<file path="src/core/seq_ctrl_regs.vh">
// constants for the equalizer control-pin front end
// assumes four-level pins arrive as 2-bit comparator codes
`ifndef SEQ_CTRL_REGS_VH
`define SEQ_CTRL_REGS_VH
`define SEQ_LVL_H 2'h3
`define SEQ_LVL_F 2'h2
`define SEQ_LVL_R 2'h1
`define SEQ_LVL_L 2'h0
`define SEQ_NSYNC 26
`define SEQ_SYNC_RST 26'h01ad555
`define SEQ_B_EN 0
`define SEQ_B_MODE 1
`define SEQ_B_BW 3
`define SEQ_B_INMUX 5
`define SEQ_B_OUTMUX 7
`define SEQ_B_VOD 9
`define SEQ_B_PATH 11
`define SEQ_B_CVOD 13
`define SEQ_B_LT 15
`define SEQ_B_PIN0 16
`define SEQ_B_PIN1 18
`define SEQ_B_SDA 20
`define SEQ_B_SCK 21
`define SEQ_B_LOCK 22
`define SEQ_B_CD 23
`define SEQ_B_CF 24
`define SEQ_B_INT 25
`define SEQ_LF_LOCK 2'h0
`define SEQ_LF_CD 2'h1
`define SEQ_LF_CF 2'h2
`define SEQ_LF_INT 2'h3
`define SEQ_PATH_RCLK 2'h0
`define SEQ_PATH_RCLK_CLK 2'h1
`define SEQ_PATH_BYPASS 2'h2
`define SEQ_SMB_BASE 3'h5
`define SEQ_STRAP_WAIT 2'h3
`define SEQ_SMB_BITS 4'h8
`endif

</file>
<file path="src/core/seq_ctrl_pins.v">
// control-pin decode, serial port front end and lock pin for the cable equalizer
// assumes pins are asynchronous to CLK_I and register-side inputs are on CLK_I
// Behaviour
// - enable low puts the device into power-down
// - enable high runs normally; undriven enable reads high
// - mode select F picks SPI, L picks SMBus, changing shared pin roles
// - SPI access only while chip select is low; select idles high
// - SMBus mode latches two four-level straps at power-up, sixteen addresses
// - SPI drives readout line, samples write line, clock comes from host
// - SMBus data is open-drain both ways; clock driven by controller
// - lock pin pulled low when reclocker locked, released otherwise
// - lock pin can instead show carrier, cable fault or interrupt
// - data-path pin picks reclocked, reclocked with clock, or bypass; override
// - dual-input variant picks primary or redundant input; register override
// - fan-out enable pin sets both outputs' enables; register override
// - swing and emphasis pin shared by both fan-outs; register override
// - coax swing pin picks one of four amplitudes
// - loop-through enable input pulled high; driver off by default
// - bandwidth pin picks CDR loop bandwidth; override reaches more settings
// - cable fault on loop-through only with positive polarity in use
// - primary fan-out driver can be disabled by the user
// - four-level pins resolve to H, F, R, L; default reads F
`timescale 1ns/1ps
`include "seq_ctrl_regs.vh"
module seq_ctrl_pins #(
  parameter DUAL_INPUT = 1
) (
  input wire CLK_I,
  input wire SRST_I,
  input wire ENABLE_PIN_I,
  input wire [1:0] MODE_SELECT_LVL_I,
  input wire [1:0] CDR_BANDWIDTH_SELECT_LVL_I,
  input wire [1:0] INPUT_SOURCE_SELECT_LVL_I,
  input wire [1:0] FANOUT_ENABLE_SELECT_LVL_I,
  input wire [1:0] FANOUT_SWING_EMPHASIS_SELECT_LVL_I,
  input wire [1:0] DATA_PATH_SELECT_LVL_I,
  input wire [1:0] COAX_SWING_SELECT_LVL_I,
  input wire LOOPTHROUGH_ENABLE_PIN_I,
  input wire [1:0] SELECT_OR_STRAP_ZERO_PIN_I,
  input wire [1:0] READOUT_OR_STRAP_ONE_PIN_I,
  output reg READOUT_OR_STRAP_ONE_PIN_O,
  output reg READOUT_OR_STRAP_ONE_PIN_OE_O,
  input wire WRITE_IN_OR_BUS_DATA_PIN_I,
  output reg WRITE_IN_OR_BUS_DATA_PIN_O,
  output reg WRITE_IN_OR_BUS_DATA_PIN_OE_O,
  input wire SERIAL_CLOCK_PIN_I,
  input wire CDR_LOCK_I,
  input wire CARRIER_DETECT_I,
  input wire CABLE_FAULT_I,
  input wire EVENT_INT_I,
  output reg LOCK_PIN_O,
  output reg LOCK_PIN_OE_O,
  input wire [1:0] LOCK_FUNC_I,
  input wire BW_OVR_EN_I,
  input wire [2:0] BW_OVR_I,
  input wire IN_OVR_EN_I,
  input wire IN_OVR_I,
  input wire FANOUT_OVR_EN_I,
  input wire [1:0] FANOUT_OVR_I,
  input wire SWING_OVR_EN_I,
  input wire [1:0] SWING_OVR_I,
  input wire PATH_OVR_EN_I,
  input wire [1:0] PATH_OVR_I,
  input wire FANOUT_A_DISABLE_I,
  input wire LOOP_POS_POLARITY_I,
  input wire [7:0] SER_TX_BYTE_I,
  output reg POWER_DOWN_O,
  output reg SPI_MODE_O,
  output reg [2:0] CDR_BANDWIDTH_O,
  output reg INPUT_SOURCE_O,
  output reg FANOUT_A_EN_O,
  output reg FANOUT_B_EN_O,
  output reg [1:0] FANOUT_SWING_EMPHASIS_O,
  output reg [1:0] DATA_PATH_O,
  output reg [1:0] COAX_SWING_O,
  output reg LOOPTHROUGH_EN_O,
  output reg [6:0] SMB_ADDR_O,
  output reg [7:0] SER_RX_BYTE_O,
  output reg SER_RX_VALID_O
);

  localparam ST_IDLE = 2'h0;
  localparam ST_ADDR = 2'h1;
  localparam ST_ACK = 2'h2;
  localparam ST_DATA = 2'h3;
  localparam [`SEQ_NSYNC-1:0] SYNC_RST = `SEQ_SYNC_RST;

  // override wins for as long as its enable is set
  function [1:0] pick2;
    input ovr_en;
    input [1:0] ovr;
    input [1:0] pin;
    begin
      pick2 = ovr_en ? ovr : pin;
    end
  endfunction

  wire [`SEQ_NSYNC-1:0] asy;
  assign asy = {EVENT_INT_I, CABLE_FAULT_I, CARRIER_DETECT_I, CDR_LOCK_I,
                SERIAL_CLOCK_PIN_I, WRITE_IN_OR_BUS_DATA_PIN_I,
                READOUT_OR_STRAP_ONE_PIN_I, SELECT_OR_STRAP_ZERO_PIN_I,
                LOOPTHROUGH_ENABLE_PIN_I, COAX_SWING_SELECT_LVL_I,
                DATA_PATH_SELECT_LVL_I, FANOUT_SWING_EMPHASIS_SELECT_LVL_I,
                FANOUT_ENABLE_SELECT_LVL_I, INPUT_SOURCE_SELECT_LVL_I,
                CDR_BANDWIDTH_SELECT_LVL_I, MODE_SELECT_LVL_I, ENABLE_PIN_I};

  reg [`SEQ_NSYNC-1:0] s1_ff;
  reg [`SEQ_NSYNC-1:0] s2_ff;
  reg [`SEQ_NSYNC-1:0] s3_ff;
  reg [`SEQ_NSYNC-1:0] flt_ff;
  reg [`SEQ_NSYNC-1:0] flt_d_ff;

  // reset values model pull-ups and mid-level defaults on the pins
  genvar gi;
  generate
    for (gi = 0; gi < `SEQ_NSYNC; gi = gi + 1) begin : g_sync
      always @(posedge CLK_I) begin
        if (SRST_I) begin
          s1_ff[gi] <= SYNC_RST[gi];
          s2_ff[gi] <= SYNC_RST[gi];
          s3_ff[gi] <= SYNC_RST[gi];
          flt_ff[gi] <= SYNC_RST[gi];
          flt_d_ff[gi] <= SYNC_RST[gi];
        end else begin
          s1_ff[gi] <= asy[gi];
          s2_ff[gi] <= s1_ff[gi];
          s3_ff[gi] <= s2_ff[gi];
          // a change counts only once stages two and three agree
          if (s2_ff[gi] == s3_ff[gi]) begin
            flt_ff[gi] <= s3_ff[gi];
          end
          flt_d_ff[gi] <= flt_ff[gi];
        end
      end
    end
  endgenerate

  wire en_lvl = flt_ff[`SEQ_B_EN];
  wire [1:0] mode_lvl = flt_ff[`SEQ_B_MODE+1:`SEQ_B_MODE];
  wire [1:0] bw_lvl = flt_ff[`SEQ_B_BW+1:`SEQ_B_BW];
  wire [1:0] inmux_lvl = flt_ff[`SEQ_B_INMUX+1:`SEQ_B_INMUX];
  wire [1:0] outmux_lvl = flt_ff[`SEQ_B_OUTMUX+1:`SEQ_B_OUTMUX];
  wire [1:0] vod_lvl = flt_ff[`SEQ_B_VOD+1:`SEQ_B_VOD];
  wire [1:0] path_lvl = flt_ff[`SEQ_B_PATH+1:`SEQ_B_PATH];
  wire [1:0] cvod_lvl = flt_ff[`SEQ_B_CVOD+1:`SEQ_B_CVOD];
  wire lt_pin = flt_ff[`SEQ_B_LT];
  wire [1:0] pin0_lvl = flt_ff[`SEQ_B_PIN0+1:`SEQ_B_PIN0];
  wire [1:0] pin1_lvl = flt_ff[`SEQ_B_PIN1+1:`SEQ_B_PIN1];
  wire sda = flt_ff[`SEQ_B_SDA];
  wire sda_d = flt_d_ff[`SEQ_B_SDA];
  wire sck = flt_ff[`SEQ_B_SCK];
  wire sck_d = flt_d_ff[`SEQ_B_SCK];

  // H and R have no documented serial role; treated as SPI
  wire smb_mode = (mode_lvl == `SEQ_LVL_L);
  wire spi_mode = ~smb_mode;
  wire cs_n = pin0_lvl[1];
  wire mosi = flt_ff[`SEQ_B_PIN1 + 2];
  wire sck_rise = sck & ~sck_d;
  wire sck_fall = ~sck & sck_d;
  wire smb_start = sck & sck_d & sda_d & ~sda;
  wire smb_stop = sck & sck_d & ~sda_d & sda;
  wire pdn = ~en_lvl;
  wire lt_on = ~lt_pin;

  reg [2:0] strap_cnt_ff;
  reg strap_done_ff;
  reg [2:0] spi_cnt_ff;
  reg [7:0] spi_rx_ff;
  reg [7:0] spi_tx_ff;
  reg [1:0] smb_st_ff;
  reg [3:0] smb_cnt_ff;
  reg [7:0] smb_sh_ff;
  reg smb_drv_ff;
  reg lock_ind;
  reg [1:0] fan_sel;

  // straps caught once after the synchronisers have settled
  always @(posedge CLK_I) begin
    if (SRST_I) begin
      strap_cnt_ff <= 3'h0;
      strap_done_ff <= 1'b0;
      SMB_ADDR_O <= 7'h00;
    end else if (!strap_done_ff) begin
      strap_cnt_ff <= strap_cnt_ff + 3'h1;
      // one edge past the wait: filter output first shows the strap on that edge
      if (strap_cnt_ff == {1'b0, `SEQ_STRAP_WAIT} + 3'h1) begin
        strap_done_ff <= 1'b1;
        SMB_ADDR_O <= {`SEQ_SMB_BASE, pin1_lvl, pin0_lvl};
      end
    end
  end

  // serial front end: SPI shifter and SMBus write target
  always @(posedge CLK_I) begin
    if (SRST_I) begin
      spi_cnt_ff <= 3'h0;
      spi_rx_ff <= 8'h00;
      spi_tx_ff <= 8'h00;
      smb_st_ff <= ST_IDLE;
      smb_cnt_ff <= 4'h0;
      smb_sh_ff <= 8'h00;
      smb_drv_ff <= 1'b0;
      SER_RX_BYTE_O <= 8'h00;
      SER_RX_VALID_O <= 1'b0;
    end else begin
      SER_RX_VALID_O <= 1'b0;
      if (!spi_mode || cs_n) begin
        spi_cnt_ff <= 3'h0;
        spi_tx_ff <= SER_TX_BYTE_I;
      end else begin
        if (sck_rise) begin
          spi_rx_ff <= {spi_rx_ff[6:0], mosi};
          spi_cnt_ff <= spi_cnt_ff + 3'h1;
          if (spi_cnt_ff == 3'h7) begin
            SER_RX_BYTE_O <= {spi_rx_ff[6:0], mosi};
            SER_RX_VALID_O <= 1'b1;
          end
        end
        if (sck_fall) begin
          // count wrapped to zero: next byte goes out msb first
          if (spi_cnt_ff == 3'h0) begin
            spi_tx_ff <= SER_TX_BYTE_I;
          end else begin
            spi_tx_ff <= {spi_tx_ff[6:0], 1'b0};
          end
        end
      end
      if (!smb_mode || smb_stop) begin
        smb_st_ff <= ST_IDLE;
        smb_drv_ff <= 1'b0;
      end else if (smb_start) begin
        smb_st_ff <= ST_ADDR;
        smb_cnt_ff <= 4'h0;
        smb_drv_ff <= 1'b0;
      end else begin
        case (smb_st_ff)
          ST_ADDR, ST_DATA: begin
            if (sck_rise) begin
              smb_sh_ff <= {smb_sh_ff[6:0], sda};
              smb_cnt_ff <= smb_cnt_ff + 4'h1;
            end
            if (sck_fall && smb_cnt_ff == `SEQ_SMB_BITS) begin
              smb_cnt_ff <= 4'h0;
              if (smb_st_ff == ST_DATA) begin
                SER_RX_BYTE_O <= smb_sh_ff;
                SER_RX_VALID_O <= 1'b1;
                smb_drv_ff <= 1'b1;
                smb_st_ff <= ST_ACK;
              end else if (smb_sh_ff[7:1] == SMB_ADDR_O && !smb_sh_ff[0]) begin
                smb_drv_ff <= 1'b1;
                smb_st_ff <= ST_ACK;
              end else begin
                // other address or read: stay off the bus until next start
                smb_st_ff <= ST_IDLE;
              end
            end
          end
          ST_ACK: begin
            if (sck_fall) begin
              smb_drv_ff <= 1'b0;
              smb_st_ff <= ST_DATA;
            end
          end
          default: begin
            smb_drv_ff <= 1'b0;
          end
        endcase
      end
    end
  end

  always @* begin
    case (LOCK_FUNC_I)
      `SEQ_LF_LOCK: lock_ind = flt_ff[`SEQ_B_LOCK];
      `SEQ_LF_CD: lock_ind = flt_ff[`SEQ_B_CD];
      `SEQ_LF_CF: lock_ind = flt_ff[`SEQ_B_CF] & LOOP_POS_POLARITY_I & lt_on;
      default: lock_ind = flt_ff[`SEQ_B_INT];
    endcase
  end

  // fan-out enables as {b, a}
  always @* begin
    case (outmux_lvl)
      `SEQ_LVL_H: fan_sel = 2'h3;
      `SEQ_LVL_F: fan_sel = 2'h1;
      `SEQ_LVL_R: fan_sel = 2'h2;
      default: fan_sel = 2'h0;
    endcase
  end

  wire [1:0] fan_eff;
  assign fan_eff = pick2(FANOUT_OVR_EN_I, FANOUT_OVR_I, fan_sel);

  always @(posedge CLK_I) begin
    if (SRST_I) begin
      POWER_DOWN_O <= 1'b0;
      SPI_MODE_O <= 1'b1;
      CDR_BANDWIDTH_O <= {1'b0, `SEQ_LVL_F};
      INPUT_SOURCE_O <= 1'b0;
      FANOUT_A_EN_O <= 1'b0;
      FANOUT_B_EN_O <= 1'b0;
      FANOUT_SWING_EMPHASIS_O <= `SEQ_LVL_F;
      DATA_PATH_O <= `SEQ_PATH_RCLK;
      COAX_SWING_O <= `SEQ_LVL_F;
      LOOPTHROUGH_EN_O <= 1'b0;
      LOCK_PIN_O <= 1'b0;
      LOCK_PIN_OE_O <= 1'b0;
      READOUT_OR_STRAP_ONE_PIN_O <= 1'b0;
      READOUT_OR_STRAP_ONE_PIN_OE_O <= 1'b0;
      WRITE_IN_OR_BUS_DATA_PIN_O <= 1'b0;
      WRITE_IN_OR_BUS_DATA_PIN_OE_O <= 1'b0;
    end else begin
      POWER_DOWN_O <= pdn;
      SPI_MODE_O <= spi_mode;
      if (BW_OVR_EN_I) begin
        CDR_BANDWIDTH_O <= BW_OVR_I;
      end else begin
        CDR_BANDWIDTH_O <= {1'b0, bw_lvl};
      end
      if (DUAL_INPUT == 0) begin
        INPUT_SOURCE_O <= 1'b0;
      end else if (IN_OVR_EN_I) begin
        INPUT_SOURCE_O <= IN_OVR_I;
      end else begin
        INPUT_SOURCE_O <= ~inmux_lvl[1];
      end
      FANOUT_A_EN_O <= ~pdn & ~FANOUT_A_DISABLE_I & fan_eff[0];
      FANOUT_B_EN_O <= ~pdn & fan_eff[1];
      FANOUT_SWING_EMPHASIS_O <= pick2(SWING_OVR_EN_I, SWING_OVR_I, vod_lvl);
      case (path_lvl)
        `SEQ_LVL_H, `SEQ_LVL_F: DATA_PATH_O <= pick2(PATH_OVR_EN_I, PATH_OVR_I, `SEQ_PATH_RCLK);
        `SEQ_LVL_R: DATA_PATH_O <= pick2(PATH_OVR_EN_I, PATH_OVR_I, `SEQ_PATH_RCLK_CLK);
        default: DATA_PATH_O <= pick2(PATH_OVR_EN_I, PATH_OVR_I, `SEQ_PATH_BYPASS);
      endcase
      COAX_SWING_O <= cvod_lvl;
      LOOPTHROUGH_EN_O <= lt_on & ~pdn;
      LOCK_PIN_O <= 1'b0;
      LOCK_PIN_OE_O <= lock_ind & ~pdn;
      READOUT_OR_STRAP_ONE_PIN_O <= spi_tx_ff[7];
      READOUT_OR_STRAP_ONE_PIN_OE_O <= spi_mode & ~cs_n;
      WRITE_IN_OR_BUS_DATA_PIN_O <= 1'b0;
      WRITE_IN_OR_BUS_DATA_PIN_OE_O <= smb_mode & smb_drv_ff;
    end
  end

endmodule // seq_ctrl_pins

</file>
<file path="config.mk">
export PLATFORM = sky130hd
export DESIGN_NAME = seq_ctrl_pins
export DESIGN_NICKNAME = d
export VERILOG_FILES = /design/src/core/seq_ctrl_pins.v
export VERILOG_INCLUDE_DIRS = /design/src /design/src/core
export SDC_FILE = /design/constraint.sdc
export NUM_CORES = 1
export LEC_CHECK = 0
export ABC_CLOCK_PERIOD_IN_PS = 2100
export BUFFER_PORTS_ARGS = -buffer_cell sky130_fd_sc_hd__buf_2
export CORE_MARGIN = 5
export CORE_UTILIZATION = 31
export CTS_CLUSTER_DIAMETER = 40
export CTS_CLUSTER_SIZE = 12
export DETAILED_ROUTE_END_ITERATION = 10
export SLEW_MARGIN = 20
export SYNTH_ARGS = -nofsm -noshare
export SYNTH_HDL_FRONTEND = slang
export SYNTH_SLANG_ARGS = --single-unit
</file>
<file path="constraint.sdc">
create_clock -name CLK_I -period 2.1 [get_ports CLK_I]
set_input_delay 0.42 -clock CLK_I [delete_from_list [all_inputs] [get_ports CLK_I]]
set_output_delay 0.42 -clock CLK_I [all_outputs]
set_load 0.1 [all_outputs]
</file>
**Word level (Yosys, flattened, before mapping)**

Index checks and enable logic that the tools add are counted.

- Output and inout port bits: 37
- Logic and storage cells: 282
- Flip-flop bits (word level): 172

- Multiplexer cells: 46
- Reduce and logical (&&, ||, !) cells: 27
- $add $sub $neg: 3
- Bitwise operators: 31
- Eq/ne operators: 45

Operators with widths:

| operator | number |
|---|---|
| two-way mux 8 bit | 11 |
| == test 1 bit | 25 |
| two-way mux 2 bit | 10 |
| AND 1 bit | 16 |
| two-way mux 1 bit | 16 |
| two-way mux 4 bit | 4 |
| inverter 1 bit | 15 |
| == test 2 bit (second input constant) | 7 |
| AND reduction 3 bit | 4 |
| OR reduction 2 bit | 5 |
| inequality test 3 bit (second input constant) | 3 |
| == test 2 x 1 -> 1 bit (second input constant) | 4 |
| case mux 2 bit (2 select lines) | 2 |
| == test 7 bit | 1 |
| adder 3 x 1 -> 3 bit (second input constant) | 2 |
| == test 3 bit (second input constant) | 2 |
| case mux 2 bit (3 select lines) | 1 |
| nonzero test 2 bit | 3 |
| nonzero test 3 bit | 2 |
| adder 4 x 1 -> 4 bit (second input constant) | 1 |
| == test 4 bit (second input constant) | 1 |
| zero test 2 bit | 2 |
| inequality test 2 bit (second input constant) | 2 |
| AND reduction 2 bit | 2 |
| 8 further kinds | 11 |

**Longest topological paths before layout**

- Depth after elaboration: 9
- Mapped depth: 8
- Gate-level depth less buffers: 7

**Least setup slack after synthesis**

OpenSTA, ideal clock, no wires.

- Path kind: register to register
- From: register SMB_ADDR_O[4] (netlist name)
- To: register smb_drv_ff
- Period minus slack after synthesis: 1.897 ns
- Stages on the path, launching flop included: 6
- Data required time: 2.022 ns
- Arrival: 1.819 ns
- Setup slack: 0.203 ns
- Path buffers: 0
- Cells stage by stage: dfxtp_1 > and3_1 > o2111ai_1 > o41ai_1 > a21oi_1 > nor3_1

- Cells in the longest elaborated chain, start to end: 4

Ends and longest elaborated chain:

| what | RTL line | RTL |
|---|---|---|
| == test 7 bit | seq_ctrl_pins.v:250 | `end else if (smb_sh_ff[7:1] == SMB_ADDR_O && !smb_sh_ff[0]) begin` |
| logical AND 1 bit | seq_ctrl_pins.v:250 |  |
| inequality test 3 bit (no source line) | - |  |
| AND reduction 3 bit (no source line) | - |  |
| end signal: assignment | seq_ctrl_pins.v:248 | `smb_drv_ff <= 1'b1;` |
| end signal: assignment | seq_ctrl_pins.v:251 | `smb_drv_ff <= 1'b1;` |
| end signal: assignment | seq_ctrl_pins.v:261 | `smb_drv_ff <= 1'b0;` |
| end: declaration | seq_ctrl_pins.v:174 | `reg smb_drv_ff;` |

Every way passes these cells.
A chain may end at the register's enable or synchronous reset.

**Worst setup path in the final report**

- From: register flt_ff[1]
- To: register SER_RX_BYTE_O[7]

- Cells in the longest elaborated chain, start to end: 8

Ends and longest elaborated chain:

| what | RTL line | RTL |
|---|---|---|
| start: declaration | seq_ctrl_pins.v:110 | `` reg [`SEQ_NSYNC-1:0] flt_ff; `` |
| start signal: indexed assignment | seq_ctrl_pins.v:122 | `flt_ff[gi] <= SYNC_RST[gi];` |
| start signal: indexed assignment | seq_ctrl_pins.v:130 | `flt_ff[gi] <= s3_ff[gi];` |
| zero test 2 bit (no source line) * | - |  |
| logical OR 1 bit | seq_ctrl_pins.v:208 | `if (!spi_mode \|\| cs_n) begin` |
| two-way mux 8 bit | seq_ctrl_pins.v:208 |  |
| two-way mux 8 bit | seq_ctrl_pins.v:245 | `if (smb_st_ff == ST_DATA) begin` |
| two-way mux 8 bit | seq_ctrl_pins.v:243 | `` if (sck_fall && smb_cnt_ff == `SEQ_SMB_BITS) begin `` |
| two-way mux 8 bit | seq_ctrl_pins.v:237 | `case (smb_st_ff)` |
| two-way mux 8 bit | seq_ctrl_pins.v:232 | `end else if (smb_start) begin` |
| two-way mux 8 bit * | seq_ctrl_pins.v:229 | `if (!smb_mode \|\| smb_stop) begin` |
| end signal: assignment | seq_ctrl_pins.v:216 | `SER_RX_BYTE_O <= {spi_rx_ff[6:0], mosi};` |
| end signal: assignment | seq_ctrl_pins.v:246 | `SER_RX_BYTE_O <= smb_sh_ff;` |
| end: declaration | seq_ctrl_pins.v:78 | `output reg [7:0] SER_RX_BYTE_O,` |

Every way passes the cells marked *; elsewhere a longest branch is shown, timed or not.

==> impl_metrics.tcl <==
set metrics [dict create \
    drtIter0Drc 153 \
    holdCritPathClass "input port to flop" \
    first_global_vias 3837 \
    ant_nets 0 \
    worst_clock_skew_ns 0.00796 \
    clock_tree.buffer_depth 2 \
    hpwl_dp_mm 7.26 \
    cts_tree "built" \
    synthArstFlopShare_pct 0 \
    cts_root_buffer "sky130_fd_sc_hd__clkbuf_16" \
    cts_made_buffers 17 \
    yosys_warnings 0 \
    rsz0062_at_grt "false" \
    final_critical_delay_including_setup_and_external_delays_ns 1.75 \
    num_rows 50 \
    num-nets-final 731 \
    drt_drc_violations_left 0 \
    die_area_mm2 0.0220 \
    syn_inst 582 \
    timing.critical_path.from_type "flop" \
    power_dens_cells_mw_per_mm2 960 \
    p_leak_uw 0.00290 \
    cts_post_setup_buffers_inserted 0 \
    cts.clk_slew.worst_paths_ns 0.07 \
    fmax_mhz 573 \
    seq_area_frac_synth_pct 58.0 \
    timing.setup.critical_path_class "flop to flop" \
    globalRouteOverflowTotal 0 \
    netlist.top_cell.by_area "sky130_fd_sc_hd__dfxtp_1" \
    post_dp_cell_area_mm2 0.00662 \
    route.final.wire_length_mm 10.7 \
    grt_first_pass_wirelength_mm 18.2 \
    finalSetupViolCount 0 \
    ys.flop_type "sky130_fd_sc_hd__dfxtp_1" \
    maximum_number_of_pins_on_one_net_before_global_route_repair 64 \
    yosysMostFrequentCell "sky130_fd_sc_hd__dfxtp_1" \
    setup_ws_ns 0.353 \
    cp_capture_type "flop" \
    detail_route.wl_per_cell_um 11.6 \
    critical_path.max_fanout 16 \
    clock_sink_count 172 \
    global_routing_usage_summed_across_all_routing_layers_pct 10.2 \
    fin_area_mm2 0.00721 \
    relSlewSlack_pct 58.5 \
    crit_arrival_ns 2.07 \
    hold_viol 0 \
    timing.max_cap.violations 0 \
    clkLatencyLatePin_ns 0.42 \
    die_height_um 148 \
    status "finished, final reports clean" \
    synth_area_per_cell_um2 10.2 \
    via_count 4062 \
    required_arrival_time_at_the_worst_endpoint_ns 2.42 \
    timing_worst_slew_pin_value_ns 0.622 \
    top_cells_by_instance_count_after_synthesis "sky130_fd_sc_hd__dfxtp_1 (172), sky130_fd_sc_hd__nor2_1 (68), sky130_fd_sc_hd__nor2b_1 (47), sky130_fd_sc_hd__a21oi_1 (39), sky130_fd_sc_hd__or2_2 (39)" \
    report.final.slew_viol_count 0 \
    detailed_routing_iteration_count_for_the_pre_antenna_repair_pass 4 \
    synth-edff-count 0 \
    floorplan.io_pins 92 \
    cts_hold_buffers 0 \
    utilization_pct 38.4 \
    final.setup.tns_ns 0 \
    post_synth_main_area_contributors "sky130_fd_sc_hd__dfxtp_1 (58%), sky130_fd_sc_hd__mux2i_1 (5.4%), sky130_fd_sc_hd__nor2b_1 (5.0%)" \
    portBuffers 87 \
    die_width_um 148 \
    netlist_area_mm2 0.00593 \
    distinct_cell_type_count_of_the_synthesized_netlist 45 \
    layout-area-overhead-vs-synth_pct 21.6 \
    vias_per_cell 4.43 \
    final.fill_count 1839 \
    total_design_power_uw 6930 \
    timing.final.crit_share_pct 83.2 \
    antenna_found_initial 2 \
    max-vdd-ir-drop_v 0.000693 \
    finalWeightedCongestion 0.775 \
    core_area_mm2 0.0188 \
    post-place-ws_ns 0.339 \
    cts_repair_resize_count 0 \
    post-synth-top-area-fraction_pct 58.0 \
    layout_cell_share_with_drive_strength_beyond_1_pct 25.4 \
    floorplan.initialDensity_pct 31.6 \
    clock_tree.htree_level_count 4 \
    post_synthesis_sequential_element_count 172 \
]
worst max-delay path, cell delays in order (launching register included):
cell,delay [ns]
sky130_fd_sc_hd__dfxtp_1,0.38
sky130_fd_sc_hd__nor2_1,0.40
sky130_fd_sc_hd__nor3b_4,0.09
sky130_fd_sc_hd__buf_12,0.17
sky130_fd_sc_hd__nand2_1,0.25
sky130_fd_sc_hd__nand2_1,0.09
sky130_fd_sc_hd__a311oi_1,0.27
cell type report:
class                   instances  area (um^2)  area share [%]
flip-flops and latches        172         3440            47.7
clock buffers                  17          425            5.90
well taps                     234          293            4.06
inverters                      10         37.5           0.520
repair buffers                 95          536            7.42
clock inverters                15          166            2.31
multi-input cells             373         2310            32.0
diodes                          1         2.50          0.0347
stage by stage:
| step | cells | hold slack, ns |
|---|---|---|
| after global placement | 884 | 0.390 |
| after global routing | 916 | 0.140 |
| after floorplan | 584 | 0.389 |
| final | 917 | 0.151 |
| after detailed placement | 884 | 0.393 |
| after CTS | 916 | 0.126 |
worst paths after layout:
path | from | endpoint | slack [ns] | cells past startpoint
setup reg to reg | flt_ff[1]$_SDFFE_PP0N_ | SER_RX_BYTE_O[7]$_SDFF_PP0_ | 0.35 | 6
hold reg to reg | s1_ff[10]$_SDFF_PP1_ | s2_ff[10]$_SDFF_PP1_ | 0.41 | 1
hold / removal | FANOUT_A_DISABLE_I | FANOUT_A_EN_O$_SDFF_PP0_ | 0.15 | 2
setup / recovery | flt_ff[1]$_SDFFE_PP0N_ | SER_RX_BYTE_O[7]$_SDFF_PP0_ | 0.35 | 6
power by group:
| part | total, uW | leakage [uW] | internal [uW] | switching [uW] |
|---|---|---|---|---|
| combinational | 385 | 0.00120 | 134 | 251 |
| sequential | 3400 | 0.00141 | 3350 | 43.8 |
| clock | 3150 | 0.000289 | 1700 | 1440 |
per-layer routing:
layer,part of all wire (%),GRT usage (%)
met1,48,13.0
met2,44,15.6
met3,5.9,3.96
met4,1.6,4.30
met5,0.25,0
layout by cell type (no fill, tap or decap), drive strengths merged, types with 2 or more instances in the layout:
cell | Yosys | layout
nand2b | 2 | 2
nor3 | 9 | 9
a311oi | 9 | 9
buf | 10 | 95
nor2b | 48 | 48
xor2 | 3 | 3
o21ai | 16 | 16
and2 | 2 | 2
nand3b | 4 | 4
xnor2 | 5 | 5
nor2 | 68 | 68
dfxtp | 172 | 172
or2 | 39 | 39
a211o | 2 | 2
ha | 7 | 7
o21bai | 12 | 12
and3b | 2 | 2
a31oi | 2 | 2
clkinv | 0 | 2
a21oi | 39 | 39
inv | 10 | 21
nand2 | 32 | 32
conb | 1 | 3
mux2i | 32 | 32
nor3b | 4 | 4
clkbuf | 19 | 17
nand3 | 13 | 13
a211oi | 10 | 10
sequential cells by signal (all words and copies together) (netlist names), 3 cells and up:
register	cells
s1_ff	25
s2_ff	25
s3_ff	25
flt_ff	16
SER_RX_BYTE_O	8
smb_sh_ff	8
spi_tx_ff	8
spi_rx_ff	7
SMB_ADDR_O	5
smb_cnt_ff	4
CDR_BANDWIDTH_O	3
spi_cnt_ff	3
strap_cnt_ff	3
cells by family after synthesis:
group	count (synthesis)	synth area share [%]
and+or+nand+nor	230	20.9
DFF	172	58.0
AOI/OAI and AO/OA	93	9.79
buffers and inverters	39	3.16
muxes	32	5.40
xor gates and xnor gates	8	1.18
adders and majority gates	7	1.48
other	1	0.0632
Note: power is estimated with default switching activity, not from simulation.
